--- config.mk ---
export PLATFORM = sky130hd
export DESIGN_NAME = alu_and_barrel_shifter
export DESIGN_NICKNAME = d
export VERILOG_FILES = /design/src/rtl/alu_shift_pkg.sv /design/src/rtl/alu_and_barrel_shifter.sv
export SDC_FILE = /design/constraint.sdc
export NUM_CORES = 1
export LEC_CHECK = 0
export BUFFER_PORTS_ARGS = -buffer_cell sky130_fd_sc_hd__clkbuf_2
export CORE_MARGIN = 5
export CORE_UTILIZATION = 38
export DETAILED_ROUTE_END_ITERATION = 16
export SETUP_SLACK_MARGIN = 0.02
export SLEW_MARGIN = 20
export SYNTH_ARGS = -nofsm -noshare
export SYNTH_HDL_FRONTEND = slang
export SYNTH_SLANG_ARGS = --single-unit
--- constraint.sdc ---
create_clock -name aclk -period 13.1 [get_ports aclk]
set_input_delay 1.965 -clock aclk [delete_from_list [all_inputs] [get_ports aclk]]
set_output_delay 1.965 -clock aclk [all_outputs]
set_load 0.005 [all_outputs]
--- src/rtl/alu_shift_pkg.sv ---
// shared constants, types and register map for the alu and barrel shifter
package alu_shift_pkg;
	localparam int unsigned DATA_W        = 32;
	localparam int unsigned ADDR_W        = 8;
	localparam int unsigned SIGN_BIT      = 31;
	localparam int unsigned IMM_SHIFT_MAX = 31;
	localparam int unsigned WORD_BITS     = 32;

	localparam logic [ADDR_W-1:0] OPERAND_ONE_ADDR  = 8'h00;
	localparam logic [ADDR_W-1:0] SHIFT_SOURCE_ADDR = 8'h04;
	localparam logic [ADDR_W-1:0] SHIFT_COUNT_ADDR  = 8'h08;
	localparam logic [ADDR_W-1:0] CONTROL_ADDR      = 8'h0c;
	localparam logic [ADDR_W-1:0] STATUS_WORD_ADDR  = 8'h10;
	localparam logic [ADDR_W-1:0] RESULT_ADDR       = 8'h14;
	localparam logic [ADDR_W-1:0] OUTCOME_ADDR      = 8'h18;
	localparam logic [ADDR_W-1:0] EXECUTE_ADDR      = 8'h1c;

	localparam logic [DATA_W-1:0] REG_RESET    = 32'h0000_0000;
	localparam int unsigned       FLAG_LSB     = 28;
	localparam int unsigned       EXECUTE_BIT  = 0;
	localparam logic [1:0]        RESP_OKAY    = 2'h0;
	localparam logic [1:0]        RESP_SLVERR  = 2'h2;

	typedef enum logic [3:0] {
		op_and                 = 4'h0,
		xor_op                 = 4'h1,
		op_sub                 = 4'h2,
		reverse_subtract       = 4'h3,
		op_add                 = 4'h4,
		add_with_carry         = 4'h5,
		subtract_with_carry    = 4'h6,
		reverse_subtract_carry = 4'h7,
		and_test               = 4'h8,
		xor_test               = 4'h9,
		subtract_compare       = 4'ha,
		add_compare            = 4'hb,
		or_op                  = 4'hc,
		op_move                = 4'hd,
		and_not_clear          = 4'he,
		move_inverted          = 4'hf
	} opcode_type;

	typedef enum logic [1:0] {
		shift_left_logical  = 2'h0,
		shift_right_logical = 2'h1,
		arith_shift_right   = 2'h2,
		rotate_right        = 2'h3
	} shift_kind_type;

	typedef struct packed {
		logic [4:0]     reserved;
		logic           dest_is_pc;
		logic           set_flags;
		logic [3:0]     imm_rotate;
		logic [7:0]     imm_value;
		logic           use_imm;
		logic           reg_shift;
		logic [4:0]     shift_amount;
		shift_kind_type shift_kind;
		opcode_type     opcode;
	} control_type;

	typedef struct packed {
		logic n;
		logic z;
		logic c;
		logic v;
	} flags_type;
endpackage

--- src/rtl/alu_and_barrel_shifter.sv ---
// alu and barrel shifter datapath with an axi4-lite register front end
//
// Overview of operation
// - codes 0000,0001,1100,1110 give and, xor, or, and-not of operands.
// - 0010 is one minus two, 0011 two minus one, 0100 sum.
// - 0101,0110,0111 are add, subtract, reverse subtract with carry.
// - 1000 to 1011 test only; result register is never written.
// - 1101 passes operand two, 1111 its inverse; operand one ignored.
// - logical ops keep v, take shifter carry, z on zero, n bit 31.
// - arithmetic ops set v on signed overflow, c from the adder carry out, bit 32.
// - arithmetic ops set z on zero result, n from bit 31.
// - shift amount is a 5-bit field or the low byte of a register.
// - left shift fills zeros; last bit out at top is carry.
// - left shift by zero passes value and keeps old carry.
// - logical right shift fills vacated high bits with zeros.
// - immediate right shift field zero means shift 32, carry bit 31.
// - arithmetic right shift fills with copies of bit 31.
// - immediate arithmetic field zero means 32: all bits are bit 31.
// - rotate right reinserts low bits at the top end.
// - immediate rotate field zero rotates one through carry.
// - register shift with zero low byte passes value, old carry.
// - register shifts of 32 or more follow the extended shift table.
// - 8-bit immediate rotated right by twice the 4-bit field.
`timescale 1ns/1ps
module alu_and_barrel_shifter (
	input  wire logic                               aclk,    // 10 MHz clock
	input  wire logic                               aresetn, // sync reset
	input  wire logic [alu_shift_pkg::ADDR_W-1:0]   awaddr,  // write addr
	input  wire logic [2:0]                         awprot,  // unused
	input  wire logic                               awvalid, // addr valid
	output logic                                    awready, // addr taken
	input  wire logic [alu_shift_pkg::DATA_W-1:0]   wdata,   // write data
	input  wire logic [3:0]                         wstrb,   // byte lanes
	input  wire logic                               wvalid,  // data valid
	output logic                                    wready,  // data taken
	output logic [1:0]                              bresp,   // write resp
	output logic                                    bvalid,  // resp valid
	input  wire logic                               bready,  // resp taken
	input  wire logic [alu_shift_pkg::ADDR_W-1:0]   araddr,  // read addr
	input  wire logic [2:0]                         arprot,  // unused
	input  wire logic                               arvalid, // addr valid
	output logic                                    arready, // addr taken
	output logic [alu_shift_pkg::DATA_W-1:0]        rdata,   // read data
	output logic [1:0]                              rresp,   // read resp
	output logic                                    rvalid,  // data valid
	input  wire logic                               rready   // data taken
);
	import alu_shift_pkg::*;

	logic [DATA_W-1:0] operand_one;
	logic [DATA_W-1:0] shift_source;
	logic [DATA_W-1:0] shift_count;
	control_type       control;
	flags_type         status_word;
	logic [DATA_W-1:0] result;
	logic              write_back;
	logic [ADDR_W-1:0] aw_addr;
	logic              aw_full;
	logic [DATA_W-1:0] w_data;
	logic [3:0]        w_strb;
	logic              w_full;

	// merge a write under byte strobes
	function automatic logic [31:0] merge(input logic [31:0] old,
		input logic [31:0] data, input logic [3:0] strb);
		logic [31:0] m;
		m = old;
		for (int i = 0; i < 4; i++) begin
			if (strb[i]) begin
				m[i*8 +: 8] = data[i*8 +: 8];
			end
		end
		return m;
	endfunction

	// returns {carry, value}
	function automatic logic [32:0] barrel(input logic [31:0] v,
		input shift_kind_type kind, input logic [7:0] amt,
		input logic imm_form, input logic cin);
		logic [32:0]        left_wide;
		logic [32:0]        right_wide;
		logic signed [32:0] sign_wide;
		logic [63:0]        rot_wide;
		logic [4:0]         n;
		logic [32:0]        o;
		n          = amt[4:0];
		left_wide  = {1'b0, v} << n;
		right_wide = {v, 1'b0} >> n;
		sign_wide  = $signed({v, 1'b0}) >>> n;
		rot_wide   = {v, v} >> n;
		o   = {cin, v};
		if (amt == 8'h00) begin
			if (imm_form) begin
				case (kind)
				shift_right_logical: o = {v[SIGN_BIT], 32'h0};
				arith_shift_right:   o = {33{v[SIGN_BIT]}};
				rotate_right:        o = {v[0], cin, v[31:1]};
				default:             o = {cin, v};
				endcase
			end
		end else if (amt < 8'd32) begin
			case (kind)
			shift_left_logical:  o = left_wide;
			shift_right_logical:
				o = {right_wide[0], right_wide[32:1]};
			arith_shift_right:
				o = {sign_wide[0], sign_wide[32:1]};
			rotate_right:
				o = {rot_wide[31], rot_wide[31:0]};
			default:             o = {cin, v};
			endcase
		end else begin
			// only a register count reaches 32 or more
			case (kind)
			shift_left_logical:
				o = (amt == 8'd32) ? {v[0], 32'h0} : 33'h0;
			shift_right_logical:
				o = (amt == 8'd32) ? {v[SIGN_BIT], 32'h0} : 33'h0;
			arith_shift_right:
				o = {33{v[SIGN_BIT]}};
			rotate_right:
				o = (n == 5'h0) ? {v[SIGN_BIT], v}
					: {rot_wide[31], rot_wide[31:0]};
			default:
				o = {cin, v};
			endcase
		end
		return o;
	endfunction

	function automatic logic is_arith(input opcode_type op);
		return (op[3:1] == 3'b001) || (op[3:2] == 2'b01) ||
			(op[3:1] == 3'b101);
	endfunction

	// returns {overflow, carry, value} of x + y + cin
	function automatic logic [33:0] adder(input logic [31:0] x,
		input logic [31:0] y, input logic cin);
		logic [32:0] s;
		logic        ov;
		s  = {1'b0, x} + {1'b0, y} + {32'h0, cin};
		ov = (x[SIGN_BIT] == y[SIGN_BIT]) && (s[SIGN_BIT] != x[SIGN_BIT]);
		return {ov, s};
	endfunction

	// second operand
	wire [7:0]  count_now   = control.reg_shift ? shift_count[7:0]
		: {3'h0, control.shift_amount};
	wire [32:0] shifted     = barrel(shift_source, control.shift_kind,
		count_now, !control.reg_shift, status_word.c);
	wire [4:0]  imm_turn    = {control.imm_rotate, 1'b0};
	wire [63:0] imm_wide    = {24'h0, control.imm_value, 24'h0,
		control.imm_value} >> imm_turn;
	wire        imm_carry   = (control.imm_rotate == 4'h0) ? status_word.c
		: imm_wide[SIGN_BIT];
	wire [31:0] operand_two = control.use_imm ? imm_wide[31:0]
		: shifted[31:0];
	wire        shift_carry = control.use_imm ? imm_carry : shifted[32];

	// adder inputs: the second operand of a subtract is inverted
	wire        carry_op  = (control.opcode == add_with_carry) ||
		(control.opcode == subtract_with_carry) ||
		(control.opcode == reverse_subtract_carry);
	wire        swap_op   = (control.opcode == reverse_subtract) ||
		(control.opcode == reverse_subtract_carry);
	wire        sub_op    = (control.opcode == op_sub) ||
		(control.opcode == reverse_subtract) ||
		(control.opcode == subtract_with_carry) ||
		(control.opcode == reverse_subtract_carry) ||
		(control.opcode == subtract_compare);
	wire [31:0] add_x     = swap_op ? operand_two : operand_one;
	wire [31:0] add_y_raw = swap_op ? operand_one : operand_two;
	wire [31:0] add_y     = sub_op ? ~add_y_raw : add_y_raw;
	wire        add_cin   = carry_op ? status_word.c : sub_op;
	wire [33:0] sum       = adder(add_x, add_y, add_cin);

	wire        arith_op  = is_arith(control.opcode);
	logic [31:0] alu_value;
	always_comb begin
		case (control.opcode)
		op_and, and_test:  alu_value = operand_one & operand_two;
		xor_op, xor_test:  alu_value = operand_one ^ operand_two;
		or_op:             alu_value = operand_one | operand_two;
		and_not_clear:     alu_value = operand_one & ~operand_two;
		op_move:           alu_value = operand_two;
		move_inverted:     alu_value = ~operand_two;
		default:           alu_value = sum[31:0];
		endcase
	end

	// tests leave the result register alone
	wire        writes_dest = (control.opcode[3:2] != 2'b10);
	wire        zero_now    = (alu_value == 32'h0);
	flags_type  next_flags;
	assign next_flags.n = alu_value[SIGN_BIT];
	assign next_flags.z = zero_now;
	assign next_flags.c = arith_op ? sum[32] : shift_carry;
	assign next_flags.v = arith_op ? sum[33] : status_word.v;
	// a program-counter destination leaves the flags alone here
	wire        flags_go = control.set_flags && !control.dest_is_pc;

	// register bus
	wire        do_write  = aw_full && w_full && !bvalid;
	wire        execute   = do_write && (aw_addr == EXECUTE_ADDR) &&
		w_strb[0] && w_data[EXECUTE_BIT];
	wire        wr_known  = (aw_addr == OPERAND_ONE_ADDR) ||
		(aw_addr == SHIFT_SOURCE_ADDR) || (aw_addr == SHIFT_COUNT_ADDR) ||
		(aw_addr == CONTROL_ADDR) || (aw_addr == STATUS_WORD_ADDR) ||
		(aw_addr == RESULT_ADDR) || (aw_addr == OUTCOME_ADDR) ||
		(aw_addr == EXECUTE_ADDR);
	wire [31:0] status_rd = {status_word, 28'h0};
	wire [31:0] status_wr = merge(status_rd, w_data, w_strb);
	logic [31:0] read_mux;
	logic        read_ok;
	always_comb begin
		read_ok = 1'b1;
		case (araddr)
		OPERAND_ONE_ADDR:  read_mux = operand_one;
		SHIFT_SOURCE_ADDR: read_mux = shift_source;
		SHIFT_COUNT_ADDR:  read_mux = shift_count;
		CONTROL_ADDR:      read_mux = {5'h0, control[26:0]};
		STATUS_WORD_ADDR:  read_mux = status_rd;
		RESULT_ADDR:       read_mux = result;
		OUTCOME_ADDR:      read_mux = {31'h0, write_back};
		EXECUTE_ADDR:      read_mux = REG_RESET;
		default: begin
			read_mux = REG_RESET;
			read_ok  = 1'b0;
		end
		endcase
	end

	always_ff @(posedge aclk) begin
		if (!aresetn) begin
			awready <= 1'b1;
			wready  <= 1'b1;
			aw_full <= 1'b0;
			w_full  <= 1'b0;
			aw_addr <= '0;
			w_data  <= '0;
			w_strb  <= '0;
			bvalid  <= 1'b0;
			bresp   <= RESP_OKAY;
		end else begin
			if (awvalid && awready) begin
				awready <= 1'b0;
				aw_full <= 1'b1;
				aw_addr <= awaddr;
			end
			if (wvalid && wready) begin
				wready <= 1'b0;
				w_full <= 1'b1;
				w_data <= wdata;
				w_strb <= wstrb;
			end
			if (do_write) begin
				aw_full <= 1'b0;
				w_full  <= 1'b0;
				bvalid  <= 1'b1;
				bresp   <= wr_known ? RESP_OKAY : RESP_SLVERR;
			end
			if (bvalid && bready) begin
				bvalid  <= 1'b0;
				awready <= 1'b1;
				wready  <= 1'b1;
			end
		end
	end

	always_ff @(posedge aclk) begin
		if (!aresetn) begin
			arready <= 1'b1;
			rvalid  <= 1'b0;
			rdata   <= REG_RESET;
			rresp   <= RESP_OKAY;
		end else if (arvalid && arready) begin
			arready <= 1'b0;
			rvalid  <= 1'b1;
			rdata   <= read_mux;
			rresp   <= read_ok ? RESP_OKAY : RESP_SLVERR;
		end else if (rvalid && rready) begin
			rvalid  <= 1'b0;
			arready <= 1'b1;
		end
	end

	wire wr_on = do_write;
	always_ff @(posedge aclk) begin
		if (!aresetn) begin
			operand_one  <= REG_RESET;
			shift_source <= REG_RESET;
			shift_count  <= REG_RESET;
			control      <= control_type'(REG_RESET);
			status_word  <= '0;
			result       <= REG_RESET;
			write_back   <= 1'b0;
		end else begin
			if (wr_on && aw_addr == OPERAND_ONE_ADDR)
				operand_one <= merge(operand_one, w_data, w_strb);
			if (wr_on && aw_addr == SHIFT_SOURCE_ADDR)
				shift_source <= merge(shift_source, w_data, w_strb);
			if (wr_on && aw_addr == SHIFT_COUNT_ADDR)
				shift_count <= merge(shift_count, w_data, w_strb);
			if (wr_on && aw_addr == CONTROL_ADDR)
				control <= control_type'(merge({5'h0, control[26:0]},
					w_data, w_strb) & 32'h07ff_ffff);
			// execution updates win over a software flag write
			if (execute && flags_go)
				status_word <= next_flags;
			else if (wr_on && aw_addr == STATUS_WORD_ADDR)
				status_word <= status_wr[31:FLAG_LSB];
			if (execute) begin
				write_back <= writes_dest;
				if (writes_dest)
					result <= alu_value;
			end
		end
	end
endmodule

==> qor.yml <==
yosys:
  synth_largest_type_area_fraction_pct: 22.0
  ys_ff_latch: 245
  yosys-top-cells-count: "nand2_1 (639), a21oi_1 (469), dfxtp_1 (245), nor2_1 (245), clkbuf_1 (212)"
  async_reset_ff_share_pct: 0
  synth_cells: 3130
  ys.flop_type: "dfxtp_1"
  yosysWarnings: 0
  ys_top_cells_by_area: "dfxtp_1 (22%), nand2_1 (11%), a21oi_1 (11%)"
  syn_avg_cell_area_um2: 7.11
  synth_edf_count: 0
  synth.most_common_cell: "nand2_1"
  syn_area_um2: 22300
  ys_types: 92
  yosysSeqAreaShare_pct: 22.0
  yosys.area.top_type: "dfxtp_1"
clocking:
  worstSkewPairLatency_ns: 0.52
  cts_sinks: 245
  h-tree-depth: 1
  hold_buffers: 0
  cts_tree: "built"
  cts_root_buffer: "clkbuf_16"
  clk_pin_slew_ns: 0.07
  cts_buffers: 22
  cts.path.max_buffers: 3
  cts_setup_buffers: 0
  ctsResizeCount: 0
routing:
  drtAntennaViolNets: 0
  via_per_inst: 6.51
  drtIter0Drc: 3449
  routedWlPerCell_um: 27.7
  vias: 25100
  wirelength_um: 107000
  dr.pass1.iters: 6
  route.detailed.drc: 0
placed_design:
  gp_congestion: 1.07
  dp_worst_setup_slack_ns: 4.43
  hpwl_um: 78800
  port_buffers: 97
  placed_cells: 3818
timing:
  fin_worst_skew_ns: 0.0152
  period_share_pct: 69.1
  worst_slew_pin_slew_ns: 1.33
  finalCriticalPeriod_ns: 9.05
  holdWs_ns: 0.455
  finalHoldViolCount: 0
  rsz0062_at_grt: "no"
  fin_setup_tns_ns: 0
  setup_viol: 0
  setup_slack_ns: 4.05
  maxSlewHeadroom_pct: 10.6
  clock.fmax_mhz: 111
  maxSlewViolCount: 0
floorplanning:
  die_y_um: 252
  core_area_um2: 57900
  initial_core_util_pct: 38.5
  die_w_um: 252
  die-area_um2: 63500
  io-pin-count: 106
  rows: 88
cells_and_area:
  layout.nets: 3207
  drive_gt1_share_pct: 11.1
  area_delta_synth_final_pct: 7.91
  instances_no_fill: 3858
  fillers: 6208
status:
  status: "complete, no violations"
critical_path:
  path_class: "register to register"
  crit_arrival_ns: 9.51
  crit_fanout: 45
  cp-end-kind: "register"
  cp_data_required_time_ns: 13.56
  cp-start-kind: "register"
pwr:
  p_seq_share_pct: 51.8
  p_int_mw: 1.15
  switching_share_pct: 23.3
  power_leakage_nw: 8.19
  combPwrFrac_pct: 3.9
  ir_worst_vdd_uv: 94.6
  p_sw_mw: 0.347
  powerDensity_nw_per_um2: 62.1
  power.share.clock_pct: 44.2
grt:
  grt_use_total_pct: 31.9
  grt_pass1_wl_um: 155000
  antenna_found_initial: 4
  groute.layer.met2.usage_pct: 47.1
  grtUsageMet1_pct: 42.6
  use_met3_pct: 8.64
  grt_max_degree: 96
  grt_pass1_vias: 22600
  busiest_layer: "met2"
  gr-total-overflow: 0
flow_run:
  maxCapViolations: 0
hold_path:
  hp-class: "register to register"
[final cells by class]
cell class	count	area, um2	area share (%)
Multi-Input combinational cell	2548	16000	66.4
Timing Repair Buffer	195	1220	5.08
Clock buffer	31	656	2.73
Clock inverter	7	80.1	0.333
Antenna cell	2	5.00	0.0208
Inverter	65	249	1.04
Tap cell	765	957	3.98
Sequential cell	245	4910	20.4
[worst max-delay path, stage by stage (launching register included)]
cell,delay [ns]
dfxtp_1,0.31
buf_4,0.39
mux2i_4,0.29
buf_4,0.65
nand2_1,0.54
nor2_1,0.99
a31oi_1,0.19
o22a_1,0.29
o21a_1,0.20
a221oi_1,0.81
inv_1,0.14
nor2_1,0.13
a21oi_1,0.06
xor2_1,0.17
ha_1,0.39
nand2_1,0.22
o21ai_0,0.15
a211oi_1,0.48
a2bb2oi_1,0.38
a31oi_1,0.14
or3_1,0.32
a21oi_1,0.15
o211a_1,0.30
o211ai_1,0.13
or4_1,0.51
or4_1,0.46
o21ai_1,0.14
[through the flow]
| stage | cell area, um2 | power [mW] | util (%) |
|---|---|---|---|
| finish | 24000 | 1.49 | 41.5 |
| global route | 24000 | 1.54 | 41.5 |
| CTS | 24000 | 1.50 | 41.5 |
| detailed placement | 23300 | 0.849 | 40.2 |
| global placement | 23300 | 0.849 | 40.2 |
| floorplan | 22300 | 0.819 | - |
[cells in the final DEF (no fill, tap or decap), drive strengths merged, types with 18 or more instances in the layout]
cell and n:
a211oi 40, a21oi 471, a221oi 21, a22oi 47, a31oi 24, and2 23
buf 98, clkbuf 128, dfxtp 245, ha 63, inv 62, mux2 19
mux2i 155, mux4 66, nand2 641, nand3 60, nand4 19, nor2 245
nor3 47, o211ai 33, o21a 18, o21ai 195, o221ai 22, o22ai 30
o31ai 18, xnor2 43
[cell families after synthesis]
group                    synth area share (%)
other                                  0.0168
XOR/XNOR                                 2.20
AND/OR/NAND/NOR                          21.3
multiplexers                             15.0
AO/OA/AOI/OAI                            29.1
buffers and inverters                    6.62
adder cells (fa/ha/maj)                  3.72
flip-flops                               22.0
[worst paths after layout]
path / start / slack (ns) / cells after the start / to
worst max register to register: control[11]$_SDFFE_PN0P_ / 4.05 / 26 / status_rd[30]$_SDFFE_PN0P_
worst min register to register: shift_count[16]$_SDFFE_PN0P_ / 0.45 / 2 / shift_count[16]$_SDFFE_PN0P_
worst min-delay path: shift_count[16]$_SDFFE_PN0P_ / 0.45 / 2 / shift_count[16]$_SDFFE_PN0P_
worst max-delay path: control[11]$_SDFFE_PN0P_ / 4.05 / 26 / status_rd[30]$_SDFFE_PN0P_
[state kept, by name, summed over array words and instances, names as in the netlist, 4 cells and up]
name          cells
rdata            32
status_rd         4
w_data           32
operand_one      32
w_strb            4
shift_source     32
result           32
shift_count      32
aw_addr           8
control          27
[power groups by stage]
stage | sequential [mW] | clock, mW | combinational (mW)
global route | 0.774 | 0.699 | 0.0643
detailed placement | 0.791 | 0 | 0.0586
global placement | 0.791 | 0 | 0.0584
floorplan | 0.779 | 0 | 0.0398
CTS | 0.774 | 0.672 | 0.0586
finish | 0.774 | 0.660 | 0.0583
[routing by layer]
| layer | share of wire (%) | vias up |
|---|---|---|
| met5 | 0.013 | - |
| met4 | 7.0 | 2 |
| met3 | 12 | 341 |
| met2 | 41 | 1608 |
| met1 | 40 | 11900 |
| li1 | - | 11300 |
(Power assumes the default switching activity.)
